### src/shared/apcc_cfg.svh
// Register offsets, bit positions, reset values and timing counts.
// Assumes inclusion by bare name from any file that needs them.
`ifndef APCC_CFG_SVH
`define APCC_CFG_SVH
// ==========================================================
// Register offsets
`define APCC_ADDR_CONV 16'h1d26
`define APCC_ADDR_PGC 16'h1d27
`define APCC_ADDR_CMC 16'h1d28
`define APCC_ADDR_ETC 16'h1d29
`define APCC_RST_REG 8'h00
// ==========================================================
// Bit positions
`define APCC_B_ENABLE 7
`define APCC_B_RETRIG 6
`define APCC_B_START 0
`define APCC_B_PCH_POL 7
`define APCC_B_INV2 6
`define APCC_B_GRD_POL 5
`define APCC_B_CAP_ONLY 1
`define APCC_B_DBL 0
`define APCC_B_PREV_SRC 7
`define APCC_B_CLR 3
`define APCC_B_STOP_TH 3
`define APCC_F3_HI_HI 6
`define APCC_F3_HI_LO 4
`define APCC_F3_LO_HI 2
`define APCC_F3_LO_LO 0
// Writable masks, unused bits read zero
`define APCC_MASK_PGC 8'he3
`define APCC_MASK_ETC 8'h7f
// ==========================================================
// Timing: countdown loaded by a clear command; it stays pending one cycle longer
`define APCC_CLR_CYCLES 4'h3
`endif

### src/shared/apcc_pkg.sv
// Types shared by the computation control block.
// Assumes apcc_cfg.svh supplies the numeric constants.
package apcc_pkg;
  // ==========================================================
  // Modes, error codes, sequencer states
  typedef enum logic [2:0] {
    APCC_MD_BASIC = 3'b000, APCC_MD_ACC = 3'b001, APCC_MD_AVG = 3'b010,
    APCC_MD_BURST = 3'b011, APCC_MD_LPF = 3'b100
  } apcc_mode_t;
  typedef enum logic [2:0] {
    APCC_E_RES_PREV = 3'b000, APCC_E_RES_SET = 3'b001, APCC_E_RES_FLT = 3'b010,
    APCC_E_PREV_FLT = 3'b100, APCC_E_FLT_SET = 3'b101
  } apcc_error_calculation_select_t;
  typedef enum logic [1:0] {
    APCC_S_IDLE = 2'b00, APCC_S_CONV = 2'b01, APCC_S_ERROR_CALCULATION_SELECT = 2'b10, APCC_S_DECIDE = 2'b11
  } apcc_state_t;
  // ==========================================================
  // Carriers
  typedef struct packed {
    apcc_mode_t mode;
    logic [2:0] shift;
    apcc_error_calculation_select_t error_calculation_select;
    logic dbl;
  } apcc_cfg_t;
  typedef struct packed {
    logic pin_en;
    logic pin_high;
    logic hold_en;
    logic hold_high;
    logic guard_a;
    logic guard_b;
  } apcc_pch_t;
endpackage

### src/design/apcc_compute.sv
// Accumulator, filter and error arithmetic of the computation unit.
// Assumes go is a one-cycle pulse from the sequencer and clear a one-cycle pulse from the clear command.
`timescale 1ns/1ps
`include "apcc_cfg.svh"
module apcc_compute import apcc_pkg::*; #(
  parameter int DATA_W = 16,
  parameter int ACC_W = 18
) (
  input wire logic i_ref_clk,
  input wire logic i_rst,
  input wire apcc_cfg_t i_cfg,
  input wire logic i_go,
  input wire logic i_clear,
  input wire logic [DATA_W-1:0] i_result,
  input wire logic [DATA_W-1:0] i_previous,
  input wire logic [DATA_W-1:0] i_setpoint,
  input wire logic [7:0] i_repeat_target,
  output logic [DATA_W-1:0] o_filter,
  output logic [DATA_W-1:0] o_error,
  output logic [ACC_W-1:0] o_acc,
  output logic [7:0] o_count,
  output logic o_overflow
);
  initial if (ACC_W <= DATA_W) $error("ACC_W must exceed DATA_W");
  // ==========================================================
  // Arithmetic, all combinational
  wire [ACC_W:0] acc_sum = {1'b0, o_acc} + {{(ACC_W+1-DATA_W){1'b0}}, i_result};
  wire [ACC_W-1:0] acc_shr = acc_sum[ACC_W-1:0] >> i_cfg.shift;
  wire signed [DATA_W:0] lpf_diff = $signed({1'b0, i_result}) - $signed({1'b0, o_filter});
  wire signed [DATA_W:0] lpf_step = lpf_diff >>> i_cfg.shift;
  wire [7:0] count_inc = o_count + 8'h01;
  wire count_hit = count_inc >= i_repeat_target;
  wire accumulating = (i_cfg.mode == APCC_MD_ACC) || (i_cfg.mode == APCC_MD_AVG) ||
    (i_cfg.mode == APCC_MD_BURST);
  // Shift is ignored in basic and reserved modes, filter holds
  wire [DATA_W-1:0] next_filter = accumulating ? acc_shr[DATA_W-1:0] :
    (i_cfg.mode == APCC_MD_LPF) ? o_filter + lpf_step[DATA_W-1:0] : o_filter;
  // Double sampling subtracts the first sample before the reference
  wire [DATA_W-1:0] res_base = i_cfg.dbl ? i_result - i_previous : i_result;
  logic [DATA_W-1:0] next_error;
  // Error selection; reserved codes keep the last error
  always_comb begin
    case (i_cfg.error_calculation_select)
      APCC_E_RES_PREV: next_error = i_result - i_previous;
      APCC_E_RES_SET: next_error = res_base - i_setpoint;
      APCC_E_RES_FLT: next_error = res_base - next_filter;
      APCC_E_PREV_FLT: next_error = i_previous - next_filter;
      APCC_E_FLT_SET: next_error = next_filter - i_setpoint;
      default: next_error = o_error;
    endcase
  end
  // ==========================================================
  // State update
  always_ff @(posedge i_ref_clk) begin
    if (i_rst) begin
      o_filter <= '0;
      o_error <= '0;
      o_acc <= '0;
      o_count <= 8'h00;
      o_overflow <= 1'b0;
    end else begin
      if (i_go) begin
        o_filter <= next_filter;
        o_error <= next_error;
      end
      // Clear wins for counters; a fresh overflow wins over clear
      if (i_clear) begin
        o_acc <= '0;
        o_count <= 8'h00;
      end else if (i_go && accumulating) begin
        o_acc <= (i_cfg.mode != APCC_MD_ACC && count_hit) ? '0 : acc_sum[ACC_W-1:0];
        o_count <= (i_cfg.mode != APCC_MD_ACC && count_hit) ? 8'h00 : count_inc;
      end
      if (i_go && accumulating && acc_sum[ACC_W]) begin
        o_overflow <= 1'b1;
      end else if (i_clear) begin
        o_overflow <= 1'b0;
      end
    end
  end
endmodule

### src/design/apcc_top.sv
// Control registers, conversion sequencer and precharge drive of the converter.
// Assumes the analog core runs on i_ref_clk and answers each request with a done pulse.
// Functional notes
// - Precharge polarity sets pin and capacitor levels
// - Inverted option flips second conversion polarities
// - Without inversion both conversions share polarities
// - Guard outputs start at guard level
// - Capacitor-only option keeps pin undriven
// - Double sampling computes after each pair
// - Previous value copied at conversion start
// - Filter time constant two to shift
// - Accumulating modes shift result right
// - Basic and reserved modes ignore shift
// - Clear command empties accumulator, counter, overflow
// - Clear command self-clears when finished
// - Mode field selects five operating modes
// - Error select chooses difference for error
// - Double sampling subtracts first sample first
// - Paired error only after second sample
// - Stop option ends retrigger on threshold
// - Without stop, only software ends retrigger
// - Stop option inert without retrigger
// - Retrigger enable restarts after each trigger
// - Start needs enable, reads one while busy
//
// Strobed register access was chosen for this implementation.
`timescale 1ns/1ps
`include "apcc_cfg.svh"
module apcc_top import apcc_pkg::*; #(
  parameter int DATA_W = 16,
  parameter int ACC_W = 18
) (
  input wire logic i_ref_clk,
  input wire logic i_rst,
  input wire logic [15:0] i_addr,
  input wire logic [7:0] i_wdata,
  input wire logic i_wr,
  input wire logic i_rd,
  output logic [7:0] o_rdata,
  input wire logic [7:0] i_precharge_time,
  input wire logic [DATA_W-1:0] i_setpoint,
  input wire logic [7:0] i_repeat_count_target,
  input wire logic i_threshold_met,
  input wire logic i_acq_phase,
  input wire logic i_conv_done,
  input wire logic [DATA_W-1:0] i_conv_data,
  output logic o_conv_req,
  output logic o_second_sample,
  output apcc_pch_t o_pch,
  output logic [DATA_W-1:0] o_conversion_result,
  output logic [DATA_W-1:0] o_previous_value,
  output logic [DATA_W-1:0] o_filter_value,
  output logic [DATA_W-1:0] o_error_value,
  output logic [ACC_W-1:0] o_accumulator,
  output logic [7:0] o_sample_counter,
  output logic o_overflow
);
  initial if (DATA_W < 2) $error("DATA_W too small");

  // ==========================================================
  // Register storage
  logic enable; // Converter enable
  logic retrig; // Auto retrigger enable
  logic start; // Conversion start, busy while one
  logic [7:0] pgc; // Precharge and guard control
  logic [7:0] cmc; // Computation control without clear bit
  logic [7:0] etc; // Error and threshold control
  logic clr_pending; // Clear command in progress
  logic [3:0] clr_cnt; // Cycles left for clear
  logic clr_pulse; // One-cycle clear toward arithmetic
  apcc_state_t state; // Sequencer state
  logic [DATA_W-1:0] prev_q; // Previous value register

  // ==========================================================
  // Address decode
  wire hit_conv = (i_addr == `APCC_ADDR_CONV);
  wire hit_pgc = (i_addr == `APCC_ADDR_PGC);
  wire hit_cmc = (i_addr == `APCC_ADDR_CMC);
  wire hit_etc = (i_addr == `APCC_ADDR_ETC);
  wire wr_conv = i_wr && hit_conv;
  wire wr_cmc = i_wr && hit_cmc;
  wire clr_issue = wr_cmc && i_wdata[`APCC_B_CLR];
  // Start may only be set by a write that also sets enable; the old enable does not count
  wire new_enable = i_wdata[`APCC_B_ENABLE];
  wire start_set = wr_conv && i_wdata[`APCC_B_START] && new_enable;
  wire start_clr_sw = wr_conv && !i_wdata[`APCC_B_START];

  // ==========================================================
  // Field views
  wire pch_pol = pgc[`APCC_B_PCH_POL];
  wire inv2 = pgc[`APCC_B_INV2];
  wire grd_pol = pgc[`APCC_B_GRD_POL];
  wire cap_only = pgc[`APCC_B_CAP_ONLY];
  wire dbl = pgc[`APCC_B_DBL];
  wire prev_src = cmc[`APCC_B_PREV_SRC];
  wire stop_th = etc[`APCC_B_STOP_TH];
  apcc_cfg_t cfg;
  assign cfg.mode = apcc_mode_t'(cmc[`APCC_F3_LO_HI:`APCC_F3_LO_LO]);
  assign cfg.shift = cmc[`APCC_F3_HI_HI:`APCC_F3_HI_LO];
  assign cfg.error_calculation_select = apcc_error_calculation_select_t'(etc[`APCC_F3_HI_HI:`APCC_F3_HI_LO]);
  assign cfg.dbl = dbl;

  // ==========================================================
  // Read data, valid only in the cycle after the strobe
  logic [7:0] next_rdata;
  always_comb begin
    next_rdata = 8'h00;
    if (!i_rd) begin
      next_rdata = 8'h00;
    end else if (hit_conv) begin
      next_rdata = {enable, retrig, 5'h00, start};
    end else if (hit_pgc) begin
      next_rdata = pgc;
    end else if (hit_cmc) begin
      next_rdata = {cmc[7:4], clr_pending, cmc[2:0]};
    end else if (hit_etc) begin
      next_rdata = etc;
    end
  end

  // ==========================================================
  // Sequencer decisions
  wire in_conv = (state == APCC_S_CONV);
  wire first_done = in_conv && start && i_conv_done && dbl && !o_second_sample;
  wire pair_done = in_conv && start && i_conv_done && !first_done;
  // Stop on threshold only matters when retrigger is on
  wire stop_now = stop_th && i_threshold_met;
  wire again = (state == APCC_S_DECIDE) && retrig && start && !stop_now;
  wire hw_clear = (state == APCC_S_DECIDE) && !again;
  wire conv_begin = ((state == APCC_S_IDLE) && start && enable) || first_done || again;
  apcc_state_t next_state;
  always_comb begin
    next_state = state;
    case (state)
      APCC_S_IDLE: begin
        if (start && enable) begin
          next_state = APCC_S_CONV;
        end
      end
      APCC_S_CONV: begin
        // Software abort drops the pair with no computation
        if (!start) begin
          next_state = APCC_S_IDLE;
        end else if (pair_done) begin
          next_state = APCC_S_ERROR_CALCULATION_SELECT;
        end
      end
      APCC_S_ERROR_CALCULATION_SELECT: next_state = APCC_S_DECIDE;
      APCC_S_DECIDE: next_state = again ? APCC_S_CONV : APCC_S_IDLE;
      default: next_state = APCC_S_IDLE;
    endcase
  end

  // ==========================================================
  // Precharge and guard drive; second of a pair may be inverted
  wire flip = dbl && inv2 && o_second_sample;
  wire pch_stage = in_conv && !i_acq_phase;
  wire pch_on = pch_stage && (|i_precharge_time);
  wire grd_base = grd_pol ^ flip;
  apcc_pch_t next_pch;
  assign next_pch.pin_en = pch_on && !cap_only;
  assign next_pch.pin_high = pch_on && (pch_pol ^ flip);
  assign next_pch.hold_en = pch_on;
  assign next_pch.hold_high = pch_on && !(pch_pol ^ flip);
  assign next_pch.guard_a = grd_base ^ (in_conv && i_acq_phase);
  assign next_pch.guard_b = grd_base;

  // ==========================================================
  // Control registers and start bit
  always_ff @(posedge i_ref_clk) begin
    if (i_rst) begin
      enable <= 1'b0;
      retrig <= 1'b0;
      start <= 1'b0;
      pgc <= `APCC_RST_REG;
      cmc <= `APCC_RST_REG;
      etc <= `APCC_RST_REG;
    end else begin
      if (wr_conv) begin
        enable <= new_enable;
        retrig <= i_wdata[`APCC_B_RETRIG];
      end
      if (i_wr && hit_pgc) begin
        pgc <= i_wdata & `APCC_MASK_PGC;
      end
      if (wr_cmc) begin
        cmc <= {i_wdata[7:4], 1'b0, i_wdata[2:0]};
      end
      if (i_wr && hit_etc) begin
        etc <= i_wdata & `APCC_MASK_ETC;
      end
      // Software set wins over the hardware clear
      if (start_set) begin
        start <= 1'b1;
      end else if (start_clr_sw || hw_clear) begin
        start <= 1'b0;
      end
    end
  end

  // Clear command runs a few cycles so software sees it pending
  always_ff @(posedge i_ref_clk) begin
    if (i_rst) begin
      clr_pending <= 1'b0;
      clr_cnt <= 4'h0;
      clr_pulse <= 1'b0;
    end else begin
      clr_pulse <= clr_issue;
      if (clr_issue) begin
        clr_pending <= 1'b1;
        clr_cnt <= `APCC_CLR_CYCLES;
      end else if (clr_cnt != 4'h0) begin
        clr_cnt <= clr_cnt - 4'h1;
      end else begin
        clr_pending <= 1'b0;
      end
    end
  end

  // Sequencer, result capture and outputs
  always_ff @(posedge i_ref_clk) begin
    if (i_rst) begin
      state <= APCC_S_IDLE;
      o_conv_req <= 1'b0;
      o_second_sample <= 1'b0;
      o_conversion_result <= '0;
      prev_q <= '0;
      o_pch <= '0;
      o_rdata <= 8'h00;
    end else begin
      state <= next_state;
      o_conv_req <= conv_begin;
      o_pch <= next_pch;
      o_rdata <= next_rdata;
      if (first_done) begin
        o_second_sample <= 1'b1;
      end else if (!in_conv || !start) begin
        o_second_sample <= 1'b0;
      end
      if (in_conv && i_conv_done) begin
        o_conversion_result <= i_conv_data;
      end
      if (conv_begin) begin
        // The first of a pair is latched on this same edge, so take it straight from the core
        prev_q <= prev_src ? o_filter_value : (first_done ? i_conv_data : o_conversion_result);
      end
    end
  end
  assign o_previous_value = prev_q;

  // ==========================================================
  // Arithmetic unit
  apcc_compute #(
    .DATA_W(DATA_W),
    .ACC_W(ACC_W)
  ) u_compute (
    .i_ref_clk(i_ref_clk),
    .i_rst(i_rst),
    .i_cfg(cfg),
    .i_go(state == APCC_S_ERROR_CALCULATION_SELECT),
    .i_clear(clr_pulse),
    .i_result(o_conversion_result),
    .i_previous(prev_q),
    .i_setpoint(i_setpoint),
    .i_repeat_target(i_repeat_count_target),
    .o_filter(o_filter_value),
    .o_error(o_error_value),
    .o_acc(o_accumulator),
    .o_count(o_sample_counter),
    .o_overflow(o_overflow)
  );
endmodule

### config.mk
export PLATFORM = sky130hd
export DESIGN_NAME = apcc_top
export DESIGN_NICKNAME = d
export VERILOG_FILES = /design/src/shared/apcc_pkg.sv /design/src/design/apcc_compute.sv /design/src/design/apcc_top.sv
export VERILOG_INCLUDE_DIRS = /design/src /design/src/shared
export SDC_FILE = /design/constraint.sdc
export NUM_CORES = 1
export LEC_CHECK = 0
export BUFFER_PORTS_ARGS = -buffer_cell sky130_fd_sc_hd__buf_2
export CAP_MARGIN = 20
export CELL_PAD_IN_SITES_DETAIL_PLACEMENT = 1
export CELL_PAD_IN_SITES_GLOBAL_PLACEMENT = 1
export CORE_MARGIN = 2
export CORE_UTILIZATION = 47
export DETAILED_ROUTE_END_ITERATION = 6
export GPL_ROUTABILITY_DRIVEN = 0
export GPL_TIMING_DRIVEN = 0
export PLACE_DENSITY_LB_ADDON = 0.1
export SYNTH_ARGS = -nofsm -noshare
export SYNTH_HDL_FRONTEND = slang
export SYNTH_HIERARCHICAL = 1
export SYNTH_SLANG_ARGS = --single-unit
### constraint.sdc
create_clock -name i_ref_clk -period 10.88 [get_ports i_ref_clk]
set_input_delay 2.176 -clock i_ref_clk [delete_from_list [all_inputs] [get_ports i_ref_clk]]
set_output_delay 2.176 -clock i_ref_clk [all_outputs]
set_load 0.02 [all_outputs]
==> summary.md <==
| Metric | Value |
|---|---|
| Sequential cell area fraction in the yosys report | 0.2194 |
| Setup crit start kind | register |
| Crit-path leading delay family | compound AO/OA/AOI/OAI gates |
| Post-CTS setup buffer count | 0 |
| Via density | between 6 and 7 |
| Hold-fix buffers at CTS | 0 |
| PwrDens | ~83 nW/µm² |
| Largest area contributor in the netlist | dfxtp_1 |
| Worst Skew | 0.01197 ns |
| Worst path slowest cell | a2111oi_0 |
| Initial antenna violation count | 0 |
| Crit. End Element | register |
| DPL Wire Length | just under 40000 µm |
| Post_cts resized | 0 |
| Worst Path Buf+Inv | 6 |
| Post-route insts no fill | between 2000 and 2500 |
| Max transition margin | 0.3524 |
| WP data required | roughly 11 ns |
| Setup Viol. Count Final | 0 |
| Post-synth top area share | 0.2194 |
| Worst-Margin Slew | just under 1 ns |
| Placed insts | ~2100 |
| DRC | 0 |
| Global-route wire length before repair | 76400 µm |
| Inserted Diodes | 0 |
| Most used cell, CP | a21oi_1 |
| Net Sw Power | about 0.00034 W |
| Slew Limit Fails | 0 |
| Gate Count Post-Synth | about 1600 |
| Crit path max fanout | 10 |
| Initial Utilization | 0.4797 |
| Die Wd | about 170 µm |
| TritonCTS buffer count | 17 |
| Top-count cell post-synth | nor2_1 |
| RSZ-0062 raised after global routing | no |
| # port buffers | 183 |
| Core area | 26060 µm² |
| Outcome | complete, no violations |
| Synth Cell Area | between 10000 and 15000 µm² |
| Top cells by area, synth | dfxtp_1, ha_1, mux2i_1 |
| Vias | between 10000 and 15000 |
| Clock root cell | clkbuf_16 |
| EDFF count, synth | 0 |
| Fin crit share | 0.7517 |
| Clock power frac | 0.491 |
| GRT Overall Usage | 0.3526 |
| Final Net Count | about 2000 |
| Sequential share of power | 0.430 |
| Maximum VDD drop | between 0.09 and 0.1 mV |
| Pint | 0.0008513 W |
| Final WL | 50380 µm |
| Worst stage delay on the critical path | 0.69 ns |
| Worst EP arrival | between 8 and 9 ns |
| Logic pwr share | 0.079 |
| Most frequent cells after synthesis | nor2_1, dfxtp_1, a21oi_1 |
| Fmax | between 100 and 150 MHz |
| FF+latch count, synth | about 140 |
| Share of cells above drive strength 1 | 0.1674 |
| Netlist cell types | 99 |
| Max-cap violation count | 0 |
| Crit path time final | ~8 ns |
| Clock buffer depth | 2 |
| Router iterations before antenna repair | 5 |
| Switching portion of total power | 0.2865 |
| Clock-pin transition on the worst setup and hold timing paths | about 0.07 ns |
| CTS tree | done |
| Num Clock Sinks | between 100 and 150 |
| Async set-reset flop share out of synthesis | 0 |
| Total grt overflow | 0 |
| Worst-skew pair later-pin latency | roughly 0.45 ns |
| Die area | 27920 µm² |
| H-Tree Depth | 4 |
| Syn avg cell area | 7.927 µm² |
| Initial detailed-routing violation count | roughly 900 |
| Antenna-violating nets left | 0 |
| Syn Nets | 1768 |
| Number of global-route vias before repair | 13790 |
| Die Height | roughly 170 µm |
| Hold Crit Class | register to register |
| Kind of critical path | register to register |
| Largest net degree at the start of global routing | 17 |
| Hold Fails Final Rpt | 0 |
| Leakage | 6.395 nW |
| Primary FF master, synth | dfxtp_1 |
| Final setup TNS | 0 ns |
| Post-DR wirelength/cell | roughly 24 µm |
| Num ports | 186 |
| Synth Warn # | 6 |
| Hold Slack | approximately 0.44 ns |
| Row Count | just under 60 |
| Area grow syn2layout | 15.16% |
per-stage QoR:
stage,area [µm²],worst slack [ns],total power [W],util
5_1_grt,14400,2.269,0.001225,0.5525
2_1_floorplan,12500,4.584,0.0005804,-
6_report,14400,2.701,0.001193,0.5525
3_5_place_dp,13840,2.945,0.0006155,0.5309
3_3_place_gp,13840,3.155,0.0006105,0.5309
4_1_cts,14400,2.868,0.001197,0.5525
routing by layer:
layer / wire [µm] / up-vias / GRT usage
met4: 3272 / 0 / 0.2215
met1: 19070 / 6508 / 0.3970
met2: 24680 / 559 / 0.6239
li1: - / 6190 / -
met5: 0 / - / 0
met3: 3354 / 176 / 0.05181
layout make-up:
class	instances	area, µm²
sequential	137	2743
clock buffer	18	429.2
timing repair buffer	183	915.9
buffer	76	334.1
fill	3320	11660
inverter	107	401.6
clock inverter	14	131.4
tap	335	419.2
multi-input combinational	1257	9022
worst paths after layout:
kind                             start                     to  slack (ns)  cells past startpoint
worst max-delay path            cmc[4]  u_compute/o_error[15]        2.70                     29
worst min-delay path            pgc[1]               o_pch[5]        0.44                      1
worst max register to register  cmc[4]  u_compute/o_error[15]        2.70                     29
worst min register to register  pgc[1]               o_pch[5]        0.44                      1
worst reg2reg max path: cells and delay by family, from the launching register on:
kind / cells / cell delay (ns)
fa+ha+maj: 3 / 0.93
mux: 3 / 0.61
simple gates: 5 / 1.23
compound gates: 10 / 2.34
xor+xnor: 2 / 0.28
flops: 1 / 0.42
buf+inv: 6 / 2.30
power groups by stage:
stage	clock network [W]	registers [W]	logic, W
2_1_floorplan	0	0.000523	0.0000575
5_1_grt	0.000608	0.000514	0.000103
6_report	0.000586	0.000513	0.0000937
3_3_place_gp	0	0.000524	0.0000869
4_1_cts	0.000591	0.000513	0.0000931
3_5_place_dp	0	0.000524	0.0000912
flip-flops by register name (all words and copies together) (netlist names), named ones only:
register              count
o_previous_value         16
clr_pending               1
o_conv_req                1
start                     1
o_rdata                   8
pgc                       5
o_second_sample           1
enable                    1
clr_pulse                 1
state                     1
u_compute/o_overflow      1
o_pch                     6
o_conversion_result      16
clr_cnt                   4
retrig                    1
etc                       7
cmc                       7
u_compute/o_count         8
u_compute/o_filter       16
u_compute/o_error        16
u_compute/o_acc          18
cell usage in the layout, fill, tap and decap left out, types with 21 or more instances in the layout:
cell and count:
a211oi_1 32, a21o_1 38, a21oi_1 134, a22oi_1 29, buf_2 193, clkbuf_1 49
dfxtp_1 137, ha_1 106, inv_1 102, mux2_2 23, mux2i_1 79, nand2_1 127
nand2b_1 36, nand3_1 21, nor2_1 142, nor2b_1 25, nor3_1 34, o21ai_0 77
xnor2_1 52, xor2_1 34
logic make-up (layout without fill, tap and decap cells):
group / after synthesis / after routing / share of synthesized area
compound gates: 491 / 491 / 0.2697
xor+xnor: 87 / 87 / 0.06156
fa+ha+maj: 112 / 112 / 0.1157
buf+inv: 183 / 398 / 0.05885
flops: 137 / 137 / 0.2194
mux: 109 / 109 / 0.09569
simple gates: 458 / 458 / 0.1791
No activity file was read; power rests on OpenSTA's default activity.
